## src/dur_defines.vh

```
// Constants and bit layout for the dual serial channel register decoder.
// Functional notes
// - Each channel has its own register set, chosen by its own chip select.
// - Offset 0, divisor bit clear: read gives receive byte, write loads transmit byte.
// - Offset 0, divisor bit set: access the low divisor byte.
// - Offset 1, divisor bit set: access the high divisor byte.
// - Offset 1, divisor bit clear: interrupt enables, upper four bits read zero.
// - Offset 2: read interrupt source, write FIFO setup, whatever the divisor bit.
// - Offset 3: line format register, always reachable, top bit banks offsets.
// - Offset 4: modem outputs register with loopback, interrupt gate, RTS, DTR.
// - Offset 5: read line state; writes change nothing.
// - Offset 6: read modem inputs, states high, change flags low; writes ignored.
// - Offset 7: eight-bit scratch byte for host use.
// - FIFO reset bits clear FIFO pointers only, then fall back to zero.
// - Interrupt source top two bits read one when FIFOs enabled, else zero.
`ifndef DUR_DEFINES_VH
`define DUR_DEFINES_VH
`define DUR_OFS_DATA      3'h0
`define DUR_OFS_IENA      3'h1
`define DUR_OFS_ISRC      3'h2
`define DUR_OFS_LFMT      3'h3
`define DUR_OFS_MOUT      3'h4
`define DUR_OFS_LSTA      3'h5
`define DUR_OFS_MINP      3'h6
`define DUR_OFS_SCR       3'h7
`define DUR_LFMT_DLAB     7
`define DUR_FCR_ENA       0
`define DUR_FCR_RXRST     1
`define DUR_FCR_TXRST     2
`define DUR_FCR_DMA       3
`define DUR_FCR_TRIG_HI   7
`define DUR_FCR_TRIG_LO   6
`define DUR_IENA_BITS     4
`define DUR_MOUT_BITS     5
`define DUR_RST_BYTE      8'h00
`define DUR_RST_IENA      4'h0
`define DUR_RST_MOUT      5'h00
`define DUR_RST_TRIG      2'h0
`define DUR_ISRC_PAD      2'h0
`define DUR_CHANNELS      2
`endif

```

## src/dur_reg_decode.v

```verilog
// Register decoder and register map for two serial channels on a parallel host bus.
`timescale 1ns/10ps
`include "dur_defines.vh"
module dur_reg_decode (
    input  wire        i_clk_sys,
    input  wire        i_rst_n,
    input  wire [2:0]  i_addr,
    input  wire        i_channel_one_select_n,
    input  wire        i_channel_two_select_n,
    input  wire        i_rd_n,
    input  wire        i_wr_n,
    input  wire [7:0]  i_wr_data,
    input  wire [15:0] i_rx_holding_byte,
    input  wire [15:0] i_line_state,
    input  wire [15:0] i_modem_inputs,
    input  wire [7:0]  i_int_code,
    output wire [7:0]  o_rd_data,
    output wire        o_rd_data_oe,
    output wire [15:0] o_tx_holding_byte,
    output wire [1:0]  o_tx_load,
    output wire [1:0]  o_rx_unload,
    output wire [1:0]  o_int_source_read,
    output wire [1:0]  o_line_state_read,
    output wire [1:0]  o_modem_inputs_read,
    output wire [31:0] o_baud_divisor,
    output wire [7:0]  o_interrupt_enables,
    output wire [15:0] o_line_format,
    output wire [9:0]  o_modem_outputs,
    output wire [1:0]  o_fifo_enable,
    output wire [1:0]  o_dma_mode,
    output wire [3:0]  o_rx_trigger,
    output wire [1:0]  o_rx_fifo_reset,
    output wire [1:0]  o_tx_fifo_reset
);
    // Strobes are levels; an access is taken once, on the cycle a strobe falls.
    reg        rd_n_prev_ff;
    reg        wr_n_prev_ff;
    reg        rd_pend_ff;
    reg        rd_ch_ff;
    reg [2:0]  rd_ofs_ff;
    reg [7:0]  rd_data_ff;
    reg        rd_oe_ff;

    reg [15:0] tx_byte_ff;
    reg [1:0]  tx_load_ff;
    reg [1:0]  rx_unload_ff;
    reg [1:0]  isrc_rd_ff;
    reg [1:0]  lsta_rd_ff;
    reg [1:0]  minp_rd_ff;
    reg [15:0] div_low_ff;
    reg [15:0] div_high_ff;
    reg [7:0]  iena_ff;
    reg [15:0] lfmt_ff;
    reg [9:0]  mout_ff;
    reg [1:0]  fifo_ena_ff;
    reg [1:0]  dma_ff;
    reg [3:0]  trig_ff;
    reg [1:0]  rx_rst_ff;
    reg [1:0]  tx_rst_ff;

    wire       any_sel;
    wire       ch;
    wire       rd_go;
    wire       wr_go;
    wire [7:0] scr_rd;
    wire       scr_wr;

    // Channel one wins if both selects are low, so one access never hits two sets.
    assign any_sel = ~i_channel_one_select_n | ~i_channel_two_select_n;
    assign ch      = i_channel_one_select_n;
    assign rd_go   = any_sel & ~i_rd_n & rd_n_prev_ff;
    assign wr_go   = any_sel & ~i_wr_n & wr_n_prev_ff;
    assign scr_wr  = wr_go & (i_addr == `DUR_OFS_SCR);

    always @(posedge i_clk_sys or negedge i_rst_n) begin
        if (!i_rst_n) begin
            rd_n_prev_ff <= 1'b1;
            wr_n_prev_ff <= 1'b1;
        end else begin
            rd_n_prev_ff <= i_rd_n;
            wr_n_prev_ff <= i_wr_n;
        end
    end

    // The scratch byte goes to its own store and touches nothing else.
    dur_scratch_mem u_scratch (
        .i_clk_sys (i_clk_sys),
        .i_rst_n   (i_rst_n),
        .i_wr_en   (scr_wr),
        .i_wr_addr (ch),
        .i_wr_data (i_wr_data),
        .i_rd_addr (ch),
        .o_rd_data (scr_rd)
    );

    genvar k;
    generate
        for (k = 0; k < `DUR_CHANNELS; k = k + 1) begin : g_chan
            wire hit_w;
            wire hit_r;
            wire dlab;
            assign hit_w = wr_go & (ch == k);
            assign hit_r = rd_go & (ch == k);
            assign dlab  = lfmt_ff[8*k+`DUR_LFMT_DLAB];

            always @(posedge i_clk_sys or negedge i_rst_n) begin
                if (!i_rst_n) begin
                    tx_byte_ff[8*k+:8]  <= `DUR_RST_BYTE;
                    tx_load_ff[k]       <= 1'b0;
                    rx_unload_ff[k]     <= 1'b0;
                    isrc_rd_ff[k]       <= 1'b0;
                    lsta_rd_ff[k]       <= 1'b0;
                    minp_rd_ff[k]       <= 1'b0;
                    div_low_ff[8*k+:8]  <= `DUR_RST_BYTE;
                    div_high_ff[8*k+:8] <= `DUR_RST_BYTE;
                    iena_ff[4*k+:4]     <= `DUR_RST_IENA;
                    lfmt_ff[8*k+:8]     <= `DUR_RST_BYTE;
                    mout_ff[5*k+:5]     <= `DUR_RST_MOUT;
                    fifo_ena_ff[k]      <= 1'b0;
                    dma_ff[k]           <= 1'b0;
                    trig_ff[2*k+:2]     <= `DUR_RST_TRIG;
                    rx_rst_ff[k]        <= 1'b0;
                    tx_rst_ff[k]        <= 1'b0;
                end else begin
                    tx_load_ff[k]   <= 1'b0;
                    rx_rst_ff[k]    <= 1'b0;
                    tx_rst_ff[k]    <= 1'b0;
                    rx_unload_ff[k] <= hit_r & (i_addr == `DUR_OFS_DATA) & ~dlab;
                    isrc_rd_ff[k]   <= hit_r & (i_addr == `DUR_OFS_ISRC);
                    lsta_rd_ff[k]   <= hit_r & (i_addr == `DUR_OFS_LSTA);
                    minp_rd_ff[k]   <= hit_r & (i_addr == `DUR_OFS_MINP);
                    if (hit_w) begin
                        if (i_addr == `DUR_OFS_DATA && !dlab) begin
                            tx_byte_ff[8*k+:8] <= i_wr_data;
                            tx_load_ff[k]      <= 1'b1;
                        end else if (i_addr == `DUR_OFS_DATA) begin
                            div_low_ff[8*k+:8] <= i_wr_data;
                        end else if (i_addr == `DUR_OFS_IENA && dlab) begin
                            div_high_ff[8*k+:8] <= i_wr_data;
                        end else if (i_addr == `DUR_OFS_IENA) begin
                            iena_ff[4*k+:4] <= i_wr_data[3:0];
                        end else if (i_addr == `DUR_OFS_ISRC) begin
                            // Without the enable bit the other setup bits are dropped.
                            if (i_wr_data[`DUR_FCR_ENA]) begin
                                fifo_ena_ff[k]  <= 1'b1;
                                dma_ff[k]       <= i_wr_data[`DUR_FCR_DMA];
                                trig_ff[2*k+:2] <= i_wr_data[`DUR_FCR_TRIG_HI:`DUR_FCR_TRIG_LO];
                                rx_rst_ff[k]    <= i_wr_data[`DUR_FCR_RXRST];
                                tx_rst_ff[k]    <= i_wr_data[`DUR_FCR_TXRST];
                            end else begin
                                fifo_ena_ff[k] <= 1'b0;
                            end
                        end else if (i_addr == `DUR_OFS_LFMT) begin
                            lfmt_ff[8*k+:8] <= i_wr_data;
                        end else if (i_addr == `DUR_OFS_MOUT) begin
                            mout_ff[5*k+:5] <= i_wr_data[4:0];
                        end
                        // Offsets 5 and 6 are reserved on write and change nothing.
                    end
                end
            end
        end
    endgenerate

    // Reads take two edges: address capture with the store read, then the mux.
    always @(posedge i_clk_sys or negedge i_rst_n) begin
        if (!i_rst_n) begin
            rd_pend_ff <= 1'b0;
            rd_ch_ff   <= 1'b0;
            rd_ofs_ff  <= 3'h0;
        end else begin
            rd_pend_ff <= rd_go;
            if (rd_go) begin
                rd_ch_ff  <= ch;
                rd_ofs_ff <= i_addr;
            end
        end
    end

    reg [7:0] nxt_rd_data;
    reg       rd_dlab;
    always @* begin
        nxt_rd_data = 8'h00;
        rd_dlab     = lfmt_ff[8*rd_ch_ff+`DUR_LFMT_DLAB];
        if (rd_ofs_ff == `DUR_OFS_DATA && !rd_dlab) begin
            nxt_rd_data = i_rx_holding_byte[8*rd_ch_ff+:8];
        end else if (rd_ofs_ff == `DUR_OFS_DATA) begin
            nxt_rd_data = div_low_ff[8*rd_ch_ff+:8];
        end else if (rd_ofs_ff == `DUR_OFS_IENA && rd_dlab) begin
            nxt_rd_data = div_high_ff[8*rd_ch_ff+:8];
        end else if (rd_ofs_ff == `DUR_OFS_IENA) begin
            nxt_rd_data = {4'h0, iena_ff[4*rd_ch_ff+:4]};
        end else if (rd_ofs_ff == `DUR_OFS_ISRC) begin
            nxt_rd_data = {{2{fifo_ena_ff[rd_ch_ff]}}, `DUR_ISRC_PAD,
                           i_int_code[4*rd_ch_ff+:4]};
        end else if (rd_ofs_ff == `DUR_OFS_LFMT) begin
            nxt_rd_data = lfmt_ff[8*rd_ch_ff+:8];
        end else if (rd_ofs_ff == `DUR_OFS_MOUT) begin
            nxt_rd_data = {3'h0, mout_ff[5*rd_ch_ff+:5]};
        end else if (rd_ofs_ff == `DUR_OFS_LSTA) begin
            nxt_rd_data = i_line_state[8*rd_ch_ff+:8];
        end else if (rd_ofs_ff == `DUR_OFS_MINP) begin
            nxt_rd_data = i_modem_inputs[8*rd_ch_ff+:8];
        end else begin
            nxt_rd_data = scr_rd;
        end
    end

    // Data is driven only for an access that had a select, for as long as the strobe is low.
    always @(posedge i_clk_sys or negedge i_rst_n) begin
        if (!i_rst_n) begin
            rd_data_ff <= 8'h00;
            rd_oe_ff   <= 1'b0;
        end else begin
            if (rd_pend_ff) begin
                rd_data_ff <= nxt_rd_data;
                rd_oe_ff   <= 1'b1;
            end else if (i_rd_n) begin
                rd_oe_ff   <= 1'b0;
            end
        end
    end

    assign o_rd_data           = rd_data_ff;
    assign o_rd_data_oe        = rd_oe_ff;
    assign o_tx_holding_byte   = tx_byte_ff;
    assign o_tx_load           = tx_load_ff;
    assign o_rx_unload         = rx_unload_ff;
    assign o_int_source_read   = isrc_rd_ff;
    assign o_line_state_read   = lsta_rd_ff;
    assign o_modem_inputs_read = minp_rd_ff;
    assign o_baud_divisor      = {div_high_ff[15:8], div_low_ff[15:8],
                                  div_high_ff[7:0], div_low_ff[7:0]};
    assign o_interrupt_enables = iena_ff;
    assign o_line_format       = lfmt_ff;
    assign o_modem_outputs     = mout_ff;
    assign o_fifo_enable       = fifo_ena_ff;
    assign o_dma_mode          = dma_ff;
    assign o_rx_trigger        = trig_ff;
    assign o_rx_fifo_reset     = rx_rst_ff;
    assign o_tx_fifo_reset     = tx_rst_ff;
endmodule // dur_reg_decode

```

## src/dur_scratch_mem.v

```verilog
// Small scratch byte store, one byte per channel, with registered read data.
`timescale 1ns/10ps
module dur_scratch_mem (
    input  wire       i_clk_sys,
    input  wire       i_rst_n,
    input  wire       i_wr_en,
    input  wire       i_wr_addr,
    input  wire [7:0] i_wr_data,
    input  wire       i_rd_addr,
    output wire [7:0] o_rd_data
);
    reg [7:0] mem_ff [0:1];
    reg [7:0] rd_data_ff;

    always @(posedge i_clk_sys or negedge i_rst_n) begin
        if (!i_rst_n) begin
            mem_ff[0]  <= 8'h00;
            mem_ff[1]  <= 8'h00;
            rd_data_ff <= 8'h00;
        end else begin
            if (i_wr_en) begin
                mem_ff[i_wr_addr] <= i_wr_data;
            end
            rd_data_ff <= mem_ff[i_rd_addr];
        end
    end

    assign o_rd_data = rd_data_ff;
endmodule // dur_scratch_mem

```

## config.mk

```make
export PLATFORM = sky130hd
export DESIGN_NAME = dur_reg_decode
export DESIGN_NICKNAME = d
export VERILOG_FILES = /design/src/dur_reg_decode.v /design/src/dur_scratch_mem.v
export VERILOG_INCLUDE_DIRS = /design/src /design/src/src
export SDC_FILE = /design/constraint.sdc
export NUM_CORES = 1
export LEC_CHECK = 0
export BUFFER_PORTS_ARGS = -buffer_cell sky130_fd_sc_hd__buf_2
export CORE_MARGIN = 2
export CORE_UTILIZATION = 53
export CTS_BUF_LIST = sky130_fd_sc_hd__clkbuf_8 sky130_fd_sc_hd__clkbuf_16
export DETAILED_ROUTE_END_ITERATION = 7
export PLACE_DENSITY = 0.81
export SETUP_SLACK_MARGIN = 0.3
export SLEW_MARGIN = 15
export SYNTH_ARGS = -nofsm -noshare
export SYNTH_HDL_FRONTEND = slang
export SYNTH_SLANG_ARGS = --single-unit
```

## constraint.sdc

```tcl
create_clock -name i_clk_sys -period 2.2 [get_ports i_clk_sys]
set_clock_uncertainty 0.15 [all_clocks]
set_input_delay 0.55 -clock i_clk_sys [delete_from_list [all_inputs] [get_ports i_clk_sys]]
set_output_delay 0.55 -clock i_clk_sys [all_outputs]
set_load 0.01 [all_outputs]
```

==> impl_metrics.yaml, run 1 <==
die:
  rows: 41
  initial_core_util_pct: 54.1
  io_pins: 186
  fp.dieH_um: 117
  die_w_um: 117
  dieArea_um2: 13800
  core_area_um2: 12600
final_layout:
  final_cell_mix: "buf_2 (184), dfrtp_1 (140), mux2_2 (79)"
  final_common_cell: "buf_2"
  syn_to_final_growth_pct: 37.2
  nets: 888
  nFillCells: 782
  seq_area_um2: 3610
  diodes: 0
  drive_gt1_share_pct: 53.5
  multi_input_area_um2: 3280
worst_setup_path:
  crit_path_start_kind: "flip-flop"
  reg2reg_slack_ns: 0.12
  critPathMaxFanout: 5
  cpPeakStageDelay_ns: 0.54
  crit_chain: "buf_4 > mux2_1 > mux4_2 > a211oi_4 > a21oi_1"
  startpoint: "rd_ch_ff"
  r2r_cells: 5
  end_kind: "flip-flop"
  cp.arrival_ns: 2.24
  cp.required_ns: 2.36
  worstReg2RegEnd: "o_rd_data[7]"
  r2r_start: "rd_ch_ff"
  cp-endpoint: "o_rd_data[7]"
  worstSetupPathType: "flip-flop to flip-flop"
  worst_path_max_delay_cell: "mux4_2"
sta:
  tightest_slew_ns: 0.584
  finalMaxSlewViolations: 0
  hold_violations: 0
  fmax_ghz: 0.480
  min_period_ns: 2.08
  slew_headroom_pct: 61.0
  finalSetupTns_ns: 0
  rsz0062_at_grt: "yes"
  post-route-period-util_pct: 94.7
  setup_viol: 0
  timing.final.ws_setup_ns: 0.116
logic_synthesis:
  synth_cell_types: 54
  synth_compound_area_share_pct: 8.70
  synth_xor_area_share_pct: 0
  synth_edf_count: 0
  yosys.area_share.simple_pct: 10.6
  syn_area_um2: 6800
  synthAdderAreaFrac_pct: 0
  synth_top_family_by_area: "multiplexers"
  synthCells: 574
  syn-num-nets: 647
  synthFlopType: "dfrtp_1"
  yosys_warnings: 0
  async_reset_ff_share_pct: 100
  synth.avg_cell_area_um2: 11.8
  ys_seq_elements: 144
  synth_mux_area_share_pct: 24.0
  yosysSeqAreaShare_pct: 53.0
place:
  port_buffers: 185
  place_congestion: 0.911
  dp_slack_ns: 0.0469
  hpwl_um: 14300
grt:
  first_global_vias: 5697
  overflow: 0
  grt_max_degree: 43
  grt_pass1_wl_um: 31500
  antenna_found_initial: 0
  grt_use_total_pct: 31.5
clock_network:
  clkSlewWorstSetupHoldPaths_ns: 0.06
  cts-htree-levels: 4
  tritoncts: "done"
  clockRootBuffer: "clkbuf_16"
  cts_sinks: 144
  clk_latency_ns: 0.43
  clk_path_buf_depth: 2
  cts-buffers-inserted: 17
route:
  via_per_inst: 5.96
  drc: 0
  first_iter_violations: 459
  vias: 5963
  wl_per_cell_um: 22.2
  totalWireLength_um: 22200
  ant_nets: 0
  firstDrtPassIters: 5
job:
  maxCapViolCount: 0
power_and_ir_drop:
  power.density_nw_per_um2: 868
  ir_drop_uv: 492
  p_leak_nw: 4.73
hold_path:
  worstHoldPathType: "primary input to flip-flop"
outcome:
  outcome: "complete, no violations"
==> worst min path at each step <==
stage	from	to	slack (ns)	cells past startpoint
after floorplan	i_rst_n	o_baud_divisor[0]	0.10	0
after global routing	i_rd_n	rd_n_prev_ff	0.07	1
after CTS	i_rd_n	rd_n_prev_ff	0.08	1
after detailed placement	o_tx_holding_byte[6]	o_tx_holding_byte[6]	0.31	2
final	i_rd_n	rd_n_prev_ff	0.09	1
after global placement	o_tx_holding_byte[7]	o_tx_holding_byte[7]	0.31	2
==> power breakdown <==
| part | internal [mW] | switching, mW |
|---|---|---|
| clock network | 1.58 | 1.15 |
| logic | 1.03 | 1.08 |
| registers | 2.98 | 0.285 |
| total | 5.59 | 2.51 |
==> area by class of cell <==
| type | instances | area share [%] |
|---|---|---|
| clock buffers | 18 | 4.71 |
| clock inverters | 14 | 1.27 |
| inverters | 9 | 0.389 |
| multi-input cells | 388 | 35.1 |
| flip-flops and latches | 144 | 38.7 |
| well taps | 172 | 2.31 |
| repair buffers | 255 | 17.5 |
==> routing by layer <==
metal	routed length [um]	vias to the layer above	GRT usage, %	part of all wire [%]
met5	0	-	0	0
met4	956	0	14.7	4.3
met3	1910	74	7.47	8.6
met1	8610	2964	40.3	39
li1	-	2556	-	-
met2	10700	369	50.9	48
==> cell families (layout without fill, tap and decap cells) <==
group                  count (synthesis)  count (layout)
AOI/OAI and AO/OA                     94              94
buffers and inverters                 44             296
DFF                                  144             144
muxes                                144             144
and+or+nand+nor                      148             150
==> critical path, delay by kind of cell (launching register included) <==
family / cells / cell delay (ns)
DFF: 1 / 0.47
buffers and inverters: 1 / 0.17
muxes: 2 / 0.85
AOI/OAI and AO/OA: 2 / 0.33
==> timing repair <==
item | in CTS | in global routing
endpoints found under the hold margin | 38 | 0
pin swaps | 15 | 15
hold buffers | 1 | 0
setup endpoints to repair | 41 | 65
buffers inserted | 17 | 10
resized for setup | 31 | 48
cloned | 2 | 3
==> synthesized netlist by cell type (2+ instances only) <==
master | n | share of area, %
dfrtp_1 | 142 | 52
mux2_2 | 98 | 16
nand2_1 | 64 | 3.5
mux2i_1 | 38 | 5.6
o21ai_0 | 30 | 2.2
nor2_1 | 29 | 1.6
a211oi_1 | 17 | 1.9
a21oi_1 | 17 | 1.3
buf_2 | 13 | 0.96
clkbuf_1 | 12 | 0.66
nand3_1 | 12 | 0.88
nor2b_1 | 10 | 0.92
inv_1 | 9 | 0.50
nor3_1 | 7 | 0.52
nand2b_1 | 5 | 0.46
a31oi_1 | 4 | 0.37
buf_4 | 4 | 0.44
o22ai_1 | 4 | 0.37
a22oi_1 | 3 | 0.33
buf_6 | 3 | 0.50
mux4_2 | 3 | 0.99
nor3b_2 | 3 | 0.55
o21ai_1 | 3 | 0.22
or2_2 | 3 | 0.28
a221o_1 | 2 | 0.29
a311oi_1 | 2 | 0.26
and3b_1 | 2 | 0.26
buf_12 | 2 | 0.59
dfstp_2 | 2 | 0.77
mux2_1 | 2 | 0.33
mux2_4 | 2 | 0.44
nor2_2 | 2 | 0.18
nor2_4 | 2 | 0.33
o211ai_1 | 2 | 0.22
or3_1 | 2 | 0.18
==> per-stage QoR <==
step	cell area, um^2	utilization (%)	total power, mW	std cells	hold WS, ns
2_1_floorplan	6840	-	4.25	574	0.104
3_3_place_gp	8130	64.7	4.92	935	0.308
3_5_place_dp	8130	64.7	4.99	935	0.311
4_1_cts	8990	71.5	7.85	987	0.0776
5_1_grt	9330	74.2	8.40	1000	0.0732
6_report	9330	74.2	8.10	1000	0.0876
==> state kept, by name, indices dropped and copies added (netlist names), 3 cells and up <==
register and cells:
o_modem_outputs 10, o_interrupt_enables 8, rd_ofs_ff 3, o_rx_trigger 4
o_tx_holding_byte 16, o_baud_divisor 32, u_scratch.mem_ff 16, o_rd_data 8
u_scratch.o_rd_data 8, o_line_format 16
No activity file was read; power rests on OpenSTA's default activity.
==> inputs of run 2 (changes only) <==
--- a/config.mk
+++ b/config.mk
@@ -8,10 +8,10 @@
 export LEC_CHECK = 0
 export BUFFER_PORTS_ARGS = -buffer_cell sky130_fd_sc_hd__buf_2
 export CORE_MARGIN = 2
-export CORE_UTILIZATION = 53
+export CORE_UTILIZATION = 55
 export CTS_BUF_LIST = sky130_fd_sc_hd__clkbuf_8 sky130_fd_sc_hd__clkbuf_16
 export DETAILED_ROUTE_END_ITERATION = 7
-export PLACE_DENSITY = 0.81
+export PLACE_DENSITY = 0.83
 export SETUP_SLACK_MARGIN = 0.3
 export SLEW_MARGIN = 15
 export SYNTH_ARGS = -nofsm -noshare
==> constraint.sdc (replaced) <==
create_clock -name i_clk_sys -period 2.6 [get_ports i_clk_sys]
set_clock_uncertainty 0.15 [all_clocks]
set_input_delay 0.65 -clock i_clk_sys [delete_from_list [all_inputs] [get_ports i_clk_sys]]
set_output_delay 0.65 -clock i_clk_sys [all_outputs]
set_load 0.01 [all_outputs]
==> run 2 against run 1 <==
  * Design area fell by 8.5%
  * Core utilization fell by 3.5 points
  * Register-to-register slack improved by 0.25 ns
  * Critical path depth fell by 1
  * Critical endpoint is now o_rd_data[6]
==> impl_metrics.yaml, run 2 (synthesized netlist as in run 1, its figures left out) <==
outcome:
  outcome: "complete, no violations"
grt:
  first_global_vias: 5500
  overflow: 0
  grt_pass1_wl_um: 30000
  grt_use_total_pct: 30.7
  antenna_found_initial: 0
  grt_max_degree: 61
worst_setup_path:
  worst_path_max_delay_cell: "dfrtp_4"
  crit_chain: "mux4_2 > mux2_2 > a211oi_1 > a21oi_1"
  r2r_cells: 4
  crit_path_start_kind: "flip-flop"
  crit_buf_inv: 0
  cp.required_ns: 2.72
  end_kind: "flip-flop"
  reg2reg_slack_ns: 0.37
  worstSetupPathDepth: 4
  critPathMaxFanout: 14
  cpPeakStageDelay_ns: 0.58
  cp.arrival_ns: 2.35
  worstSetupPathType: "flip-flop to flip-flop"
  crit_family: "multiplexers"
power_and_ir_drop:
  swShare_pct: 29.1
  power.density_nw_per_um2: 777
  p_leak_nw: 4.35
  comb_power_share_pct: 21.2
  pwr-share-clk_pct: 37.0
  switching_power_mw: 1.93
  power.internal_mw: 4.71
  ir_drop_uv: 444
  p_seq_share_pct: 41.8
clock_network:
  cts_setup_buffers: 0
  postCtsHoldBufs: 0
  cts-buffers-inserted: 17
  clockRootBuffer: "clkbuf_16"
  clkSlewWorstSetupHoldPaths_ns: 0.06
  cts_sinks: 144
  tritoncts: "done"
  clk_path_buf_depth: 2
  cts-htree-levels: 4
  clk_latency_ns: 0.42
route:
  vias: 5585
  totalWireLength_um: 19700
  firstDrtPassIters: 5
  drc: 0
  first_iter_violations: 576
  via_per_inst: 5.92
  wl_per_cell_um: 20.9
  ant_nets: 0
sta:
  fmax_ghz: 0.448
  rsz0062_at_grt: "no"
  tightest_slew_ns: 0.604
  post-route-period-util_pct: 85.9
  setup_viol: 0
  slew_headroom_pct: 59.8
  min_period_ns: 2.23
  finalSetupTns_ns: 0
  hold_violations: 0
  finalMaxSlewViolations: 0
final_layout:
  final_common_cell: "buf_2"
  nets: 837
  final_cell_mix: "buf_2 (184), dfrtp_1 (138), mux2_2 (98)"
  stdcell_count: 943
  syn_to_final_growth_pct: 25.5
  largest_register_ffs: 32
  diodes: 0
  drive_gt1_share_pct: 46.5
die:
  fp.dieH_um: 115
  io_pins: 186
  die_w_um: 115
  core_area_um2: 12100
  dieArea_um2: 13300
  initial_core_util_pct: 56.4
  rows: 40
place:
  port_buffers: 185
  hpwl_um: 14100
  dp_cells: 913
  place_congestion: 0.943
job:
  maxCapViolCount: 0
hold_path:
  worstHoldPathType: "primary input to async pin"
[run 2: cell count changes in the layout (fill, tap and decap cells not counted), moves of 6 or more]
cell	before	now
a211oi_2	8	1
buf_4	51	18
a211oi_1	9	17
mux2_4	21	2
buf_6	8	1
mux2_2	79	98
buf_12	9	3
[run 2: final timing paths]
kind	start	endpoint
worst min-delay path	i_rst_n	o_tx_holding_byte[6]
min in group i_clk_sys	i_rd_n	rd_n_prev_ff
worst min register to register	o_rd_data_oe	o_rd_data_oe
worst max-delay path	rd_ch_ff	o_rd_data[6]
max in group asynchronous	i_rst_n	u_scratch.o_rd_data[0]
worst max register to register	rd_ch_ff	o_rd_data[6]
[run 2: per-stage QoR]
step	setup slack [ns]	power, mW	util, %	area [um^2]	hold slack (ns)
after floorplan	0.501	3.59	-	6800	0.204
after global placement	0.208	4.11	65.7	7920	0.309
after detailed placement	0.128	4.16	65.7	7920	0.320
after CTS	0.315	6.61	70.6	8520	0.0644
after global routing	0.320	6.89	70.8	8540	0.0866
final	0.367	6.64	70.8	8540	0.0469
[run 2: timing repair]
action                                  4_1_cts  5_1_grt
pin swaps                                     0        0
cloned                                        0        0
gates resized for setup                       2        5
endpoints found under the setup margin        2       32
[run 2: area by class of cell]
type                            instances  area, um^2
Clock buffer                           19         453
Clock inverter                         11         140
Fill cell                             818        3520
Inverter                                9        33.8
Multi-Input combinational cell        386        2960
Sequential cell                       144        3610
Tap cell                              168         210
Timing Repair Buffer                  206        1130
[run 2: power groups by stage]
stage / Clock [mW] / Combinational [mW] / Sequential, mW
global placement: 0 / 1.33 / 2.78
CTS: 2.46 / 1.39 / 2.76
finish: 2.46 / 1.40 / 2.78
global route: 2.57 / 1.51 / 2.80
detailed placement: 0 / 1.37 / 2.79
floorplan: 0 / 0.790 / 2.80
[run 2: routing by layer]
metal	share of wire (%)	wire, um	track usage (%)
met1	39	7630	38.5
met3	7.6	1510	8.28
met4	4.4	870	16.2
met2	49	9670	49.0
met5	0	0	0
==> inputs of run 3 (changes only) <==
--- a/config.mk
+++ b/config.mk
@@ -7,6 +7,7 @@
 export NUM_CORES = 1
 export LEC_CHECK = 0
 export BUFFER_PORTS_ARGS = -buffer_cell sky130_fd_sc_hd__buf_2
+export CORE_ASPECT_RATIO = 1.25
 export CORE_MARGIN = 2
 export CORE_UTILIZATION = 55
 export CTS_BUF_LIST = sky130_fd_sc_hd__clkbuf_8 sky130_fd_sc_hd__clkbuf_16
==> run 3 against run 2 <==
  * Worst hold slack worse by 0.015 ns
  * Count of clock-buffer cells in the layout down 2
  * Sequential power about the same
  * Fmax is 0.80% lower
  * Clock power rose by 8.9%
  * Register-to-register slack got worse by 0.02 ns
  * Combinational power barely moved
  * Non-clock buffer count fell by 2
  * Wire length down 2.8%
  * Total power up 2.9%
  * Sequential cell count unchanged
  * Critical endpoint is now o_tx_holding_byte[14]
  * Highest routed layer unchanged
==> impl_metrics.yaml, run 3 (synthesized netlist as in run 1, its figures left out) <==
grt:
  overflow: 0
  grt_pass1_wl_um: 29400
  first_global_vias: 5367
  antenna_found_initial: 0
  grt_max_degree: 55
  grt_use_total_pct: 30.0
power_and_ir_drop:
  power.internal_mw: 4.87
  comb_power_share_pct: 20.2
  swShare_pct: 28.6
  p_leak_nw: 4.37
  switching_power_mw: 1.95
  fin_total_pwr_mw: 6.82
  pwr-share-clk_pct: 39.3
  power.density_nw_per_um2: 797
  ir_drop_uv: 462
  p_seq_share_pct: 40.5
clock_network:
  clockRootBuffer: "clkbuf_16"
  clk_path_buf_depth: 2
  cts_resized: 0
  cts-buffers-inserted: 17
  cts_setup_buffers: 0
  cts-htree-levels: 4
  clkSlewWorstSetupHoldPaths_ns: 0.06
  clk_latency_ns: 0.42
  cts_sinks: 144
  tritoncts: "done"
  postCtsHoldBufs: 0
worst_setup_path:
  reg2reg_slack_ns: 0.35
  end_kind: "flip-flop"
  worstReg2RegEnd: "o_tx_holding_byte[14]"
  r2r_cells: 5
  worstSetupPathType: "flip-flop to flip-flop"
  crit_chain: "nor4bb_1 > buf_4 > nand2_1 > nor2_4 > mux2_2"
  cp.arrival_ns: 2.41
  crit_path_start_kind: "flip-flop"
  critPathMaxFanout: 9
  cp.required_ns: 2.76
  cpPeakStageDelay_ns: 0.53
  worst_path_max_delay_cell: "dfstp_2"
  r2r_start: "wr_n_prev_ff"
sta:
  hold_violations: 0
  post-route-period-util_pct: 86.6
  timing.final.ws_setup_ns: 0.349
  tightest_slew_ns: 0.511
  rsz0062_at_grt: "no"
  finalSetupTns_ns: 0
  finalMaxSlewViolations: 0
  setup_viol: 0
  slew_headroom_pct: 65.9
  min_period_ns: 2.25
  fmax_ghz: 0.444
  hold_ws_ns: 0.0323
final_layout:
  largest_register_ffs: 32
  stdcell_count: 939
  drive_gt1_share_pct: 45.8
  final_area_um2: 8560
  final_cell_mix: "buf_2 (184), dfrtp_1 (141), mux2_2 (98)"
  utilization_pct: 70.7
  diodes: 0
  syn_to_final_growth_pct: 25.9
  nets: 835
  final_common_cell: "buf_2"
route:
  ant_nets: 0
  wl_per_cell_um: 20.4
  drc: 0
  via_per_inst: 5.83
  firstDrtPassIters: 5
  vias: 5477
  totalWireLength_um: 19100
  first_iter_violations: 419
place:
  hpwl_um: 13900
  port_buffers: 185
  place_area_um2: 7900
  place_congestion: 0.917
  dp_cells: 907
  dp_slack_ns: 0.156
die:
  io_pins: 186
  initial_core_util_pct: 56.2
  rows: 45
  core_area_um2: 12100
  die_w_um: 103
  dieArea_um2: 13300
  fp.dieH_um: 128
job:
  maxCapViolCount: 0
outcome:
  outcome: "complete, no violations"
hold_path:
  worstHoldPathType: "primary input to async pin"
[run 3: per-layer routing]
metal,global-route usage [%],part of all wire [%]
met4,14.3,4.0
met5,0,0
met2,47.3,50
met3,6.03,6.8
met1,39.6,40
[run 3: how the worst max path moves through the flow]
stage | startpoint | cells past startpoint | slack, ns | end
after floorplan | i_addr[2] | 6 | 0.50 | o_tx_holding_byte[1]
after global placement | i_channel_one_select_n | 6 | 0.26 | o_tx_holding_byte[3]
after detailed placement | i_channel_one_select_n | 5 | 0.16 | u_scratch.mem_ff[10]
after CTS | rd_ch_ff | 4 | 0.34 | o_rd_data[6]
after global routing | o_line_format[15] | 2 | 0.33 | o_line_format[15]
final | wr_n_prev_ff | 5 | 0.35 | o_tx_holding_byte[14]
[run 3: power groups by stage]
stage	registers, mW	clock network [mW]	logic, mW
after floorplan	2.80	0	0.790
after global placement	2.77	0	1.33
after detailed placement	2.79	0	1.36
after CTS	2.76	2.70	1.37
after global routing	2.79	2.81	1.49
final	2.77	2.68	1.38
[run 3: final cells by class]
class	instances	area (um^2)
clock buffers	17	425
inverters	9	33.8
repair buffers	204	1110
flip-flops and latches	144	3610
clock inverters	15	230
fillers	847	3540
multi-input cells	386	2940
well taps	164	205
[run 3: critical path, delay by kind of cell (launching register included)]
| family | cells | cell delay (ns) |
|---|---|---|
| buffers and inverters | 1 | 0.25 |
| and+or+nand+nor | 3 | 0.82 |
| muxes | 1 | 0.39 |
| DFF | 1 | 0.53 |
